===== src/rtl/composite_port_pkg.sv =====
// shared constants and types for the composite output port block
`default_nettype none
package composite_port_pkg;
   // ----------------------------------------------------------------
   // widths and counts
   // ----------------------------------------------------------------
   localparam int DATA_W = 18;
   localparam int NUM_PORTS = 4;
   localparam int TEST_RATE_W = 8;
   localparam int ROUND_W = 2;
   // ----------------------------------------------------------------
   // rounding codes and low bits zeroed for each
   // ----------------------------------------------------------------
   localparam logic [ROUND_W-1:0] ROUND_18 = 2'h0;
   localparam logic [ROUND_W-1:0] ROUND_16 = 2'h1;
   localparam logic [ROUND_W-1:0] ROUND_14 = 2'h2;
   localparam logic [ROUND_W-1:0] ROUND_12 = 2'h3;
   localparam logic [DATA_W-1:0] MASK_18 = 18'h3ffff;
   localparam logic [DATA_W-1:0] MASK_16 = 18'h3fffc;
   localparam logic [DATA_W-1:0] MASK_14 = 18'h3fff0;
   localparam logic [DATA_W-1:0] MASK_12 = 18'h3ffc0;
   // ----------------------------------------------------------------
   // port wiring for split complex output
   // ----------------------------------------------------------------
   localparam int SPLIT_I_PORT_A = 0;
   localparam int SPLIT_Q_PORT_A = 1;
   localparam int SPLIT_I_PORT_B = 2;
   localparam int SPLIT_Q_PORT_B = 3;
   localparam int SPLIT_CHAIN_A = 0;
   localparam int SPLIT_CHAIN_B = 1;
   // ----------------------------------------------------------------
   // reset values
   // ----------------------------------------------------------------
   localparam logic [DATA_W-1:0] DATA_RESET = 18'h00000;
   localparam logic [TEST_RATE_W-1:0] COUNT_RESET = 8'h00;
   // ----------------------------------------------------------------
   // interleave phase: which word goes out next
   // ----------------------------------------------------------------
   typedef enum logic {
      PHASE_I = 1'b0,
      PHASE_Q = 1'b1
   } phase_type;
   typedef logic [DATA_W-1:0] word_type;
endpackage : composite_port_pkg
`default_nettype wire


===== src/rtl/composite_output_port_interface.sv =====
// formats the four scaled sum chains onto four 18-bit output ports
`default_nettype none
// How it works
// disabled port data lines held low
// enabled port carries its chain sum
// real select gives real, else complex
// interleave puts I then Q on one port
// I-flag high while I word is out
// split mode chain0 ports 0/1, chain1 2/3
// real rate half clock CDMA, full UMTS
// split complex rate same limits as real
// interleave rate half clock, word per cycle
// drive bits 3 and 1 enable ports 3, 1
// drive bit 2 enables port 2, test pins
// drive bit 0 enables port 0, flag, clock
// test clock period one plus rate value
// test clock held high at rate 0, so no full-rate clock; sampleClk here pulses once per accepted sample
// low bits below rounding forced to zero
// all port lines change from registers together
module composite_output_port_interface
   import composite_port_pkg::*;
(
   // clock and reset
   input wire logic sys_clk,
   input wire logic sys_rst,
   // sum chain results, one valid for all chains
   input wire logic sumValid,
   input wire logic [DATA_W-1:0] chain0I,
   input wire logic [DATA_W-1:0] chain0Q,
   input wire logic [DATA_W-1:0] chain1I,
   input wire logic [DATA_W-1:0] chain1Q,
   input wire logic [DATA_W-1:0] chain2I,
   input wire logic [DATA_W-1:0] chain2Q,
   input wire logic [DATA_W-1:0] chain3I,
   input wire logic [DATA_W-1:0] chain3Q,
   // configuration
   input wire logic [NUM_PORTS-1:0] portEnable,
   input wire logic realSelect,
   input wire logic interleaveSelect,
   input wire logic umtsMode,
   input wire logic [ROUND_W-1:0] roundSelect,
   input wire logic [NUM_PORTS-1:0] driveEnable,
   input wire logic [TEST_RATE_W-1:0] testRate,
   // data ports
   output logic [DATA_W-1:0] composite_port_0,
   output logic [DATA_W-1:0] composite_port_1,
   output logic [DATA_W-1:0] composite_port_2,
   output logic [DATA_W-1:0] composite_port_3,
   output logic [NUM_PORTS-1:0] portOe,
   // flag and sample clock
   output logic iFlag,
   output logic sampleClk,
   output logic flagClkOe,
   // test pins
   output logic testSync,
   output logic testFlag,
   output logic testClk,
   output logic testOe
);
   // ----------------------------------------------------------------
   // input arrays and rounding mask
   // ----------------------------------------------------------------
   word_type chainI [NUM_PORTS];
   word_type chainQ [NUM_PORTS];
   word_type roundMask;
   assign chainI[0] = chain0I;
   assign chainI[1] = chain1I;
   assign chainI[2] = chain2I;
   assign chainI[3] = chain3I;
   assign chainQ[0] = chain0Q;
   assign chainQ[1] = chain1Q;
   assign chainQ[2] = chain2Q;
   assign chainQ[3] = chain3Q;

   always_comb begin
      // zero the bits below the rounding width
      unique case (roundSelect)
         ROUND_18: roundMask = MASK_18;
         ROUND_16: roundMask = MASK_16;
         ROUND_14: roundMask = MASK_14;
         ROUND_12: roundMask = MASK_12;
      endcase
   end

   // ----------------------------------------------------------------
   // sample acceptance and rate limit
   // ----------------------------------------------------------------
   logic complexInterl;
   logic halfRate;
   logic accept;
   logic lastAccept_q, lastAccept_d;
   phase_type phase_q, phase_d;
   logic iFlag_q, iFlag_d;
   logic sampleClk_q, sampleClk_d;
   logic testSync_q, testSync_d;

   assign complexInterl = !realSelect && interleaveSelect;
   // CDMA real limited to half clock
   // CDMA split complex limited likewise
   // interleave always half clock
   assign halfRate = complexInterl || !umtsMode;
   // a valid right after an accepted one is dropped in half-rate modes
   assign accept = sumValid && !(halfRate && lastAccept_q);

   always_comb begin
      lastAccept_d = accept;
      // Q follows the I word by one cycle
      if (accept && complexInterl) begin
         phase_d = PHASE_Q;
      end else begin
         phase_d = PHASE_I;
      end
      // flag marks the I word only
      if (complexInterl) begin
         iFlag_d = accept;
      end else begin
         iFlag_d = 1'b0;
      end
      // sample clock marks new samples; not a full-rate clock
      sampleClk_d = accept;
      testSync_d = accept;
   end

   always_ff @(posedge sys_clk) begin
      if (sys_rst) begin
         lastAccept_q <= 1'b0;
         phase_q <= PHASE_I;
         iFlag_q <= 1'b0;
         sampleClk_q <= 1'b0;
         testSync_q <= 1'b0;
      end else begin
         lastAccept_q <= lastAccept_d;
         phase_q <= phase_d;
         iFlag_q <= iFlag_d;
         sampleClk_q <= sampleClk_d;
         testSync_q <= testSync_d;
      end
   end

   // ----------------------------------------------------------------
   // per-port data path
   // ----------------------------------------------------------------
   word_type portData_q [NUM_PORTS];
   word_type heldQ_q [NUM_PORTS];

   genvar k;
   generate
      for (k = 0; k < NUM_PORTS; k++) begin : g_port
         word_type portData_d;
         word_type heldQ_d;
         word_type splitWord;

         always_comb begin
            // split complex wiring
            unique case (k)
               SPLIT_I_PORT_A: splitWord = chainI[SPLIT_CHAIN_A];
               SPLIT_Q_PORT_A: splitWord = chainQ[SPLIT_CHAIN_A];
               SPLIT_I_PORT_B: splitWord = chainI[SPLIT_CHAIN_B];
               SPLIT_Q_PORT_B: splitWord = chainQ[SPLIT_CHAIN_B];
               default: splitWord = DATA_RESET;
            endcase
            heldQ_d = heldQ_q[k];
            portData_d = portData_q[k];
            if (!portEnable[k]) begin
               // disabled port held low
               portData_d = DATA_RESET;
            end else if (accept) begin
               // real or complex selection
               if (realSelect) begin
                  // own chain sum on the port
                  portData_d = chainI[k] & roundMask;
               end else if (interleaveSelect) begin
                  // I now, Q on the next cycle
                  portData_d = chainI[k] & roundMask;
                  heldQ_d = chainQ[k] & roundMask;
               end else begin
                  portData_d = splitWord & roundMask;
               end
            end else if (phase_q == PHASE_Q) begin
               portData_d = heldQ_q[k];
            end
         end

         always_ff @(posedge sys_clk) begin
            if (sys_rst) begin
               portData_q[k] <= DATA_RESET;
               heldQ_q[k] <= DATA_RESET;
            end else begin
               portData_q[k] <= portData_d;
               heldQ_q[k] <= heldQ_d;
            end
         end
      end
   endgenerate

   // ----------------------------------------------------------------
   // output drive enables
   // ----------------------------------------------------------------
   logic [NUM_PORTS-1:0] portOe_q, portOe_d;
   logic flagClkOe_q, flagClkOe_d;
   logic testOe_q, testOe_d;

   always_comb begin
      // one drive bit per data port
      portOe_d = driveEnable;
      // bit 0 also drives flag and sample clock
      flagClkOe_d = driveEnable[0];
      // bit 2 also drives the test pins
      testOe_d = driveEnable[2];
   end

   always_ff @(posedge sys_clk) begin
      if (sys_rst) begin
         portOe_q <= 4'h0;
         flagClkOe_q <= 1'b0;
         testOe_q <= 1'b0;
      end else begin
         portOe_q <= portOe_d;
         flagClkOe_q <= flagClkOe_d;
         testOe_q <= testOe_d;
      end
   end

   // ----------------------------------------------------------------
   // test clock
   // ----------------------------------------------------------------
   // divided test clock
   test_clock_divider u_test_clock (
      .sys_clk (sys_clk),
      .sys_rst (sys_rst),
      .testRate (testRate),
      .testClk (testClk)
   );

   // every port line comes straight from a flop
   assign composite_port_0 = portData_q[0];
   assign composite_port_1 = portData_q[1];
   assign composite_port_2 = portData_q[2];
   assign composite_port_3 = portData_q[3];
   assign portOe = portOe_q;
   assign iFlag = iFlag_q;
   assign sampleClk = sampleClk_q;
   assign flagClkOe = flagClkOe_q;
   assign testSync = testSync_q;
   assign testFlag = iFlag_q;
   assign testOe = testOe_q;
endmodule : composite_output_port_interface
`default_nettype wire


===== src/rtl/test_clock_divider.sv =====
// divided test clock: period of one plus the programmed rate
`default_nettype none
module test_clock_divider
   import composite_port_pkg::*;
(
   // clock and reset
   input wire logic sys_clk,
   input wire logic sys_rst,
   // rate control
   input wire logic [TEST_RATE_W-1:0] testRate,
   // divided clock
   output logic testClk
);
   // ----------------------------------------------------------------
   // period counter
   // ----------------------------------------------------------------
   logic [TEST_RATE_W-1:0] count_q, count_d;
   logic [TEST_RATE_W:0] highLen;
   logic testClk_q, testClk_d;

   always_comb begin
      // high for the first half, rounded up
      highLen = ({1'b0, testRate} + 9'h002) >> 1;
      // wrap at rate
      if (count_q >= testRate) begin
         count_d = COUNT_RESET;
      end else begin
         count_d = count_q + 8'h01;
      end
      testClk_d = ({1'b0, count_d} < highLen);
   end

   always_ff @(posedge sys_clk) begin
      if (sys_rst) begin
         count_q <= COUNT_RESET;
         testClk_q <= 1'b0;
      end else begin
         count_q <= count_d;
         testClk_q <= testClk_d;
      end
   end

   assign testClk = testClk_q;
endmodule : test_clock_divider
`default_nettype wire


===== config.mk =====
export PLATFORM = sky130hd
export DESIGN_NAME = composite_output_port_interface
export DESIGN_NICKNAME = d
export VERILOG_FILES = /design/src/rtl/composite_port_pkg.sv /design/src/rtl/composite_output_port_interface.sv /design/src/rtl/test_clock_divider.sv
export SDC_FILE = /design/constraint.sdc
export NUM_CORES = 1
export LEC_CHECK = 0
export BUFFER_PORTS_ARGS = -buffer_cell sky130_fd_sc_hd__buf_2
export CORE_UTILIZATION = 55
export DETAILED_ROUTE_END_ITERATION = 7
export PLACE_DENSITY = 0.86
export SKIP_CTS_REPAIR_TIMING = 1
export SLEW_MARGIN = 25
export SYNTH_ARGS = -nofsm -noshare
export SYNTH_HDL_FRONTEND = slang
export SYNTH_SLANG_ARGS = --single-unit

===== constraint.sdc =====
create_clock -name sys_clk -period 4.3 [get_ports sys_clk]
set_clock_uncertainty 0.2 [all_clocks]
set_input_delay 0.86 -clock sys_clk [delete_from_list [all_inputs] [get_ports sys_clk]]
set_output_delay 0.86 -clock sys_clk [all_outputs]
set_load 0.005 [all_outputs]

==> results.toml, run 1 <==
[worst_setup_path]
path_common_cell = "ha_1"
required_ns = 4.39
crit_arrival_ns = 3.36
cp_cell_sequence = "buf_2 > inv_1 > ha_1 > o21a_1 > a21oi_1 > o31ai_4 > nor2_1 > ha_1 > nand4_1 > a2111oi_0 > a41oi_1"
end_kind = "register"
start_kind = "input pin"
cpMaxStageDelayCell = "o31ai_4"
cp_max_fo = 15
cp_slowest_stage_delay_ns = 0.65
path_class = "input pin to register"

[floorplan]
fp.dieArea_sq_um = 14420
die_height_um = 120.1
std_cell_rows = 42
die_w_um = 120.1
coreArea_sq_um = 13400
start_util = 0.5723
num_io_pins = 251

[synthesis]
ys_ff_latch = 160
ys_seq_area_frac = 0.4177
syn_avg_cell_area_sq_um = 8.587
synth_ff_type = "dfxtp_1"
synth_nets = 1078
synth_area_sq_um = 7669
synth_fa_ha_area_frac = 0.02774
synthArstFlopShare = 0
synthesis.instances = 893
yosysWarnings = 0
synth-compound-area-share = 0.2217
synth_xor_area_frac = 0.01256
synth_top_family_by_area = "compound AO/OA/AOI/OAI gates"
synthSimpleGateAreaFrac = 0.1826
netlist-cell-type-count = 43
synthMuxAreaShare = 0.07440
synth-edff-count = 0

[timing]
rsz0062_at_grt = "no"
worst_pin_slew_ns = 0.8747
max_freq_mhz = 305.5
timing.hold.ws_ns = 0.2495
relSlewSlack = 0.4168
setup-tns-final_ns = 0
slew_violations = 0
hold_violations = 0
min_period_ns = 3.273
finalSetupViolations = 0
fin_crit_sh = 0.7613

[power]
power_mw = 3.657
power.density_nw_per_um2 = 386.5
peakVddDrop_mv = 0.3004
power.share.clock = 0.454
p_switching_mw = 0.8877
sw_frac_of_total = 0.2428
power_frac_seq = 0.426
p_int_mw = 2.769
cellLeakagePower_nw = 3.866
power_frac_comb = 0.120

[run]
maxCapViolations = 0

[clock_network]
cts_tree = "yes"
cts_inserted_buffers = 17
clock_latency_ns = 0.43
clockRootBuffer = "clkbuf_16"
clockBufferDepth = 2
cts.sinks = 160
htreeDepth = 4
clkTransAtPathRegs_ns = 0.06

[global_routing]
grt_pass1_vias = 7201
grt_max_degree = 73
grt_overflow = 0
antenna_found_initial = 3
grt_pass1_wl_um = 37690
track_usage = 0.3368

[final_layout]
n_fill_cell = 1075
syn_to_final_growth_pct = 23.40
layout.nets = 1272
drive_gt1_frac = 0.2827

[drt]
dr.pass1.iters = 5
wl_um = 24240
wl_per_cell_um = 18.97
postRouteAntennaNets = 0
drt_iter0_drc = 854
via_per_inst = 6.053
vias = 7736
drc = 0

[place]
dp.final_hpwl_um = 16590
globalplace.congestion = 0.8885
io_buffers = 250

[status]
outcome = "finished, final reports clean"

[min_path]
worstHoldPathType = "register to register"
-- logic make-up (layout without fill, tap and decap cells) --
family,Yosys count,after routing
DFF,160,160
buffers and inverters,99,306
other,0,2
muxes,54,54
adders and majority gates,17,17
and+or+nand+nor,297,297
AOI/OAI and AO/OA,255,255
xor gates and xnor gates,11,11
-- cell usage after synthesis, types with 2 or more instances --
cell type / n / area (sq um)
buf_2: 22 / 110.1
or3_1: 2 / 12.51
a211oi_1: 48 / 360.4
nor3_1: 19 / 95.09
a21oi_1: 83 / 415.4
inv_1: 12 / 45.04
clkbuf_1: 40 / 150.1
xnor2_1: 7 / 61.31
and2_1: 4 / 25.02
o21ai_0: 43 / 215.2
dfxtp_1: 160 / 3203
a311oi_1: 36 / 315.3
nand4_1: 7 / 43.79
buf_6: 5 / 56.30
xor2_1: 4 / 35.03
ha_1: 17 / 212.7
nand2_2: 4 / 25.02
mux2i_1: 30 / 300.3
mux2_1: 18 / 202.7
a221oi_1: 36 / 315.3
buf_4: 13 / 97.59
nor3_2: 3 / 30.03
nand2_1: 160 / 600.6
nor2_1: 10 / 37.54
o21a_1: 2 / 15.01
buf_1: 6 / 22.52
nor2b_1: 43 / 269.0
nand3_1: 33 / 165.2
nand2b_1: 5 / 31.28
mux2_2: 6 / 67.56
and3_1: 3 / 18.77
-- power groups by stage --
stage | clock, mW | combinational [mW] | sequential [mW]
after CTS | 1.67 | 0.434 | 1.56
after detailed placement | 0 | 0.430 | 1.59
final | 1.66 | 0.439 | 1.56
after global routing | 1.74 | 0.477 | 1.56
after floorplan | 0 | 0.244 | 1.58
after global placement | 0 | 0.422 | 1.59
-- final timing paths --
check / depth (start not counted) / slack, ns / from / end
max: 11 / 1.03 / testRate[4] / u_test_clock.testClk
min: 2 / 0.25 / heldQ_q[3][4] / heldQ_q[3][4]
max reg2reg: 10 / 1.24 / u_test_clock.count_q[0] / u_test_clock.testClk
min reg2reg: 2 / 0.25 / heldQ_q[3][4] / heldQ_q[3][4]
-- cell usage in the layout, fill, tap and decap left out, types with 4 or more instances in the layout --
| cell type | Yosys | layout |
|---|---|---|
| buf_2 | 22 | 249 |
| nand2_1 | 160 | 160 |
| dfxtp_1 | 160 | 159 |
| a21oi_1 | 83 | 83 |
| a211oi_1 | 48 | 48 |
| nor2b_1 | 43 | 43 |
| o21ai_0 | 43 | 43 |
| a221oi_1 | 36 | 36 |
| a311oi_1 | 36 | 36 |
| nand3_1 | 33 | 33 |
| mux2i_1 | 30 | 30 |
| nor3_1 | 19 | 19 |
| mux2_1 | 18 | 18 |
| ha_1 | 17 | 17 |
| clkbuf_16 | 0 | 17 |
| inv_1 | 12 | 12 |
| buf_4 | 13 | 12 |
| nor2_1 | 10 | 9 |
| xnor2_1 | 7 | 7 |
| nand4_1 | 7 | 7 |
| mux2_2 | 6 | 6 |
| nand2b_1 | 5 | 5 |
| bufinv_16 | 0 | 5 |
| xor2_1 | 4 | 4 |
| and2_1 | 4 | 4 |
| nand2_2 | 4 | 4 |
-- sequential cells by signal, indices dropped and copies added, names as in the netlist --
signal                cells
testSync                  1
u_test_clock.testClk      1
phase_q                   1
iFlag                     1
u_test_clock.count_q      8
portOe                    4
portData_q               72
heldQ_q                  72
-- area by class of cell --
type	instances	area (sq um)	share of cell area
Clock inverter	10	182.7	0.01930
Sequential cell	160	3207	0.3389
Clock buffer	22	464.2	0.04905
Timing Repair Buffer	261	1336	0.1412
Inverter	13	48.80	0.005157
Antenna cell	2	5.005	0.0005289
Multi-Input combinational cell	634	3999	0.4226
Tap cell	176	220.2	0.02327
-- worst max-delay path, delay by kind of cell --
family | cells | cell delay, ns
fa+ha+maj | 2 | 0.64
buf+inv | 2 | 0.15
simple gates | 2 | 0.26
compound gates | 5 | 1.46
-- per-layer routing --
metal | wire [um] | track usage
met5 | 0 | 0
met4 | 718 | 0.1328
met3 | 2005 | 0.08032
met1 | 9841 | 0.4285
met2 | 11670 | 0.5478
-- through the flow --
stage / worst slack (ns) / util / cells / cell area (sq um)
4_1_cts: 1.036 / 0.7056 / 1276 / 9455
5_1_grt: 0.7891 / 0.7062 / 1278 / 9463
6_report: 1.027 / 0.7062 / 1278 / 9463
3_5_place_dp: 0.6085 / 0.6573 / 1244 / 8808
3_3_place_gp: 0.2546 / 0.6567 / 1244 / 8800
2_1_floorplan: 1.034 / - / 893 / 7669
Power figures use the tool's default switching activity.
==> inputs of run 2 (changes only) <==
--- a/config.mk
+++ b/config.mk
@@ -6,9 +6,9 @@
 export NUM_CORES = 1
 export LEC_CHECK = 0
 export BUFFER_PORTS_ARGS = -buffer_cell sky130_fd_sc_hd__buf_2
-export CORE_UTILIZATION = 55
+export CORE_UTILIZATION = 46
 export DETAILED_ROUTE_END_ITERATION = 7
-export PLACE_DENSITY = 0.86
+export PLACE_DENSITY = 0.77
 export SKIP_CTS_REPAIR_TIMING = 1
 export SLEW_MARGIN = 25
 export SYNTH_ARGS = -nofsm -noshare
==> constraint.sdc (replaced) <==
create_clock -name sys_clk -period 2.9 [get_ports sys_clk]
set_clock_uncertainty 0.2 [all_clocks]
set_input_delay 0.58 -clock sys_clk [delete_from_list [all_inputs] [get_ports sys_clk]]
set_output_delay 0.58 -clock sys_clk [all_outputs]
set_load 0.005 [all_outputs]
==> results.toml, run 2 (synthesized netlist as in run 1, its figures left out) <==
[worst_setup_path]
end_kind = "register"
cp_cell_sequence = "ha_4 > or4_1 > a21oi_4 > o31ai_4 > nor2_2 > ha_1 > a21oi_1 > o21ai_1 > a211o_1 > a41oi_1"
start_kind = "register"
required_ns = 3.04
cpMaxStageDelayCell = "or4_1"
path_class = "register to register"
cp_max_fo = 5
cp_slowest_stage_delay_ns = 0.56
crit_arrival_ns = 2.95

[global_routing]
grt_pass1_vias = 7494
antenna_found_initial = 4
grt_pass1_wl_um = 39810
grt_max_degree = 56
track_usage = 0.2914
grt_overflow = 0

[floorplan]
coreArea_sq_um = 16060
die_w_um = 131.1
num_io_pins = 251
start_util = 0.4776
die_height_um = 131.1
std_cell_rows = 46
fp.dieArea_sq_um = 17190

[drt]
wl_um = 25120
dr.pass1.iters = 5
wl_per_cell_um = 18.70
drt_iter0_drc = 545
drc = 0
vias = 7738
postRouteAntennaNets = 0
via_per_inst = 5.762

[timing]
slew_violations = 0
setup-tns-final_ns = 0
fin_crit_sh = 0.9672
min_period_ns = 2.805
finalSetupViolations = 0
relSlewSlack = 0.4485
rsz0062_at_grt = "no"
worst_pin_slew_ns = 0.8273
hold_violations = 0
max_freq_mhz = 356.5

[final_layout]
fin_area_sq_um = 9691
syn_to_final_growth_pct = 26.37
drive_gt1_frac = 0.3087
n_fill_cell = 1435
layout.nets = 1298
final_common_cell = "buf_2"
fin_util = 0.6035
reg_top3 = "heldQ_q: 72 flops, portData_q: 72 flops, u_test_clock.count_q: 8 flops"
mostFrequentLayoutCells = "249 x buf_2, 160 x nand2_1, 159 x dfxtp_1, 82 x a21oi_1, 48 x a211oi_1"

[clock_network]
clockBufferDepth = 2
clkTransAtPathRegs_ns = 0.07
clock_latency_ns = 0.42
htreeDepth = 4
cts_inserted_buffers = 17
clockRootBuffer = "clkbuf_16"
cts.sinks = 160
cts_tree = "yes"

[place]
io_buffers = 250
globalplace.congestion = 0.9128
place_area_sq_um = 9105
dp.final_hpwl_um = 17920

[power]
peakVddDrop_mv = 0.4261
power_mw = 5.160
power.density_nw_per_um2 = 532.5
cellLeakagePower_nw = 3.959

[run]
maxCapViolations = 0

[min_path]
worstHoldPathType = "input pin to register"

[status]
outcome = "finished, final reports clean"
run 2: cell count changes in the layout (fill, tap and decap cells not counted), sizes merged:
| cell | change |
|---|---|
| inv | +8 |
| bufinv | -4 |
| clkbuf | -5 |
| o31ai | +1 |
| diode | +1 |
| buf | +25 |
| clkinvlp | -1 |
run 2: per-stage QoR:
stage | cells | hold WS [ns] | setup WS (ns)
global placement | 1309 | 0.2398 | -0.1877
CTS | 1339 | 0.1549 | 0.03103
global route | 1342 | 0.1684 | 0.004604
detailed placement | 1309 | 0.2449 | -0.2442
finish | 1343 | 0.1635 | 0.09520
floorplan | 893 | 0.2284 | 0.001910
run 2: worst paths after layout:
path / start / end / slack [ns] / cells past startpoint
max: u_test_clock.count_q[3] / u_test_clock.testClk / 0.1 / 10
min reg2reg: heldQ_q[3][3] / heldQ_q[3][3] / 0.25 / 2
min: driveEnable[0] / portOe[0] / 0.16 / 2
max reg2reg: u_test_clock.count_q[3] / u_test_clock.testClk / 0.1 / 10
run 2: final cells by class:
type / instances / area, sq um / area share
multi-input combinational: 635 / 4051 / 0.4181
sequential: 160 / 3207 / 0.3309
timing repair buffer: 286 / 1549 / 0.1598
clock buffer: 17 / 425.4 / 0.04390
tap: 216 / 270.3 / 0.02789
clock inverter: 13 / 128.9 / 0.01330
inverter: 13 / 51.30 / 0.005294
antenna: 3 / 7.507 / 0.0007747
run 2: power by group:
group	total, mW	internal, mW	leakage (nW)	switching, mW
sequential	2.31	2.27	1.30	0.0456
combinational	0.685	0.292	2.39	0.392
clock	2.16	1.19	0.270	0.970
total	5.16	3.75	3.96	1.41
run 2: metal layers:
metal / vias up / routed length (um) / track usage
met2: 371 / 11560 / 0.4572
met3: 72 / 2168 / 0.07948
met5: - / 12 / 0
met1: 3609 / 10350 / 0.3697
met4: 2 / 1027 / 0.1386
li1: 3684 / - / -
run 2: worst max-delay path: cells and delay by family, from the launching register on:
family | cells | cell delay [ns]
fa+ha+maj | 2 | 0.44
flops | 1 | 0.38
simple gates | 2 | 0.71
compound gates | 6 | 1.01
==> inputs of run 3 (changes only) <==
--- a/config.mk
+++ b/config.mk
@@ -8,6 +8,7 @@
 export BUFFER_PORTS_ARGS = -buffer_cell sky130_fd_sc_hd__buf_2
 export CORE_UTILIZATION = 46
 export DETAILED_ROUTE_END_ITERATION = 7
+export MAX_ROUTING_LAYER = met4
 export PLACE_DENSITY = 0.77
 export SKIP_CTS_REPAIR_TIMING = 1
 export SLEW_MARGIN = 25
==> results.toml, run 3 (synthesized netlist as in run 1, its figures left out) <==
[status]
outcome = "finished, final reports clean"

[final_layout]
final_common_cell = "buf_2"
fin_area_sq_um = 9838
mostFrequentLayoutCells = "249 x buf_2, 159 x nand2_1, 155 x dfxtp_1, 82 x a21oi_1, 48 x a211oi_1"
drive_gt1_frac = 0.3209
fin_util = 0.6127
layout.nets = 1301
syn_to_final_growth_pct = 28.29
reg_top3 = "heldQ_q: 72 flops, portData_q: 72 flops, u_test_clock.count_q: 8 flops"

[run]
maxCapViolations = 0

[power]
power.share.clock = 0.441
p_int_mw = 3.990
peakVddDrop_mv = 0.4147
cellLeakagePower_nw = 4.007
sw_frac_of_total = 0.2571
power_frac_comb = 0.129
power_mw = 5.371
p_switching_mw = 1.381
power.density_nw_per_um2 = 546.0
power_frac_seq = 0.430

[timing]
min_period_ns = 2.759
rsz0062_at_grt = "no"
fin_ws_ns = 0.1414
finalSetupViolations = 0
relSlewSlack = 0.4292
max_freq_mhz = 362.5
hold_violations = 0
worst_pin_slew_ns = 0.8562
timing.hold.ws_ns = 0.1705
fin_crit_sh = 0.9513
slew_violations = 0

[worst_setup_path]
cp_top_family = "compound AO/OA/AOI/OAI gates"
required_ns = 3.04
end_kind = "register"
reg2reg_slack_ns = 0.14
cp.depth = 11
cpMaxStageDelayCell = "o31ai_4"
reg2reg_to = "u_test_clock.testClk"
path_common_cell = "a21oi_1"
path_buf_inv = 1
crit_arrival_ns = 2.90
reg2reg_depth = 11
cp_slowest_stage_delay_ns = 0.42
r2r_start = "u_test_clock.count_q[2]"
path_class = "register to register"
cp_cell_sequence = "ha_4 > or3_1 > a21oi_1 > buf_4 > o31ai_4 > nor2_1 > ha_1 > a21oi_1 > nor3_2 > a211o_1 > a41oi_2"
start_kind = "register"
cp_max_fo = 8

[place]
io_buffers = 250
dp.final_hpwl_um = 17710
place_area_sq_um = 9105
pre_cts_ws_ns = -0.2776
globalplace.congestion = 0.9259

[drt]
wl_per_cell_um = 18.65
drc = 0
wl_um = 25180
via_per_inst = 5.710
vias = 7709
postRouteAntennaNets = 0
drt_iter0_drc = 655
dr.pass1.iters = 5

[global_routing]
grt_pass1_wl_um = 39720
grt_overflow = 0
grt_max_degree = 56
grt_pass1_vias = 7381
track_usage = 0.2988
antenna_found_initial = 5

[min_path]
hold_start = "driveEnable[0]"
holdPathStages = 2
holdPathEnd = "portOe[0]"
worstHoldPathType = "input pin to register"

[clock_network]
clockRootBuffer = "clkbuf_16"
clkTransAtPathRegs_ns = 0.07
cts_tree = "yes"
cts_inserted_buffers = 17
htreeDepth = 4
clock_latency_ns = 0.42
clockBufferDepth = 2
cts.sinks = 160

[floorplan]
std_cell_rows = 46
start_util = 0.4776
die_w_um = 131.1
die_height_um = 131.1
num_io_pins = 251
fp.dieArea_sq_um = 17190
coreArea_sq_um = 16060
==> run 3: changes by cell type in the layout (fill, tap and decap cells not counted), moves of 2 or more <==
cell	change
inv_6	-4
ha_4	+2
buf_4	+4
clkinv_4	+2
dfxtp_2	+3
dfxtp_1	-4
diode_2	+3
bufinv_16	+2
clkbuf_8	+3
ha_1	-2
==> run 3: stage by stage <==
step | setup TNS [ns] | std cells
finish | 0 | 1350
floorplan | 0 | 893
detailed placement | -0.2776 | 1309
global route | 0 | 1349
global placement | -0.2497 | 1309
CTS | 0 | 1340
==> run 3: area by class of cell <==
type,instances,area [sq um]
fillers,1430,6220
clock buffers,20,466.7
inverters,13,51.30
diodes,6,15.01
repair buffers,290,1579
flip-flops and latches,160,3214
multi-input cells,634,4088
clock inverters,11,153.9
well taps,216,270.3
==> run 3: worst max-delay path by stage <==
| stage | from | to |
|---|---|---|
| 4_1_cts | u_test_clock.count_q[0] | u_test_clock.testClk |
| 3_5_place_dp | testRate[4] | u_test_clock.testClk |
| 3_3_place_gp | testRate[4] | u_test_clock.testClk |
| 6_report | u_test_clock.count_q[2] | u_test_clock.testClk |
| 2_1_floorplan | testRate[1] | u_test_clock.testClk |
| 5_1_grt | u_test_clock.count_q[2] | u_test_clock.testClk |
==> run 3: power groups by stage <==
stage / registers [mW] / logic, mW / clock network [mW]
floorplan: 2.35 / 0.367 / 0
global placement: 2.36 / 0.661 / 0
detailed placement: 2.36 / 0.667 / 0
CTS: 2.31 / 0.672 / 2.38
global route: 2.32 / 0.752 / 2.48
finish: 2.31 / 0.691 / 2.37
==> run 3: routing by layer <==
layer	global-route usage	part of all wire	vias up
li1	-	-	3683
met1	0.3794	0.42	3596
met2	0.4586	0.47	380
met3	0.07870	0.084	50
met4	0.1007	0.026	0
met5	-	0	-
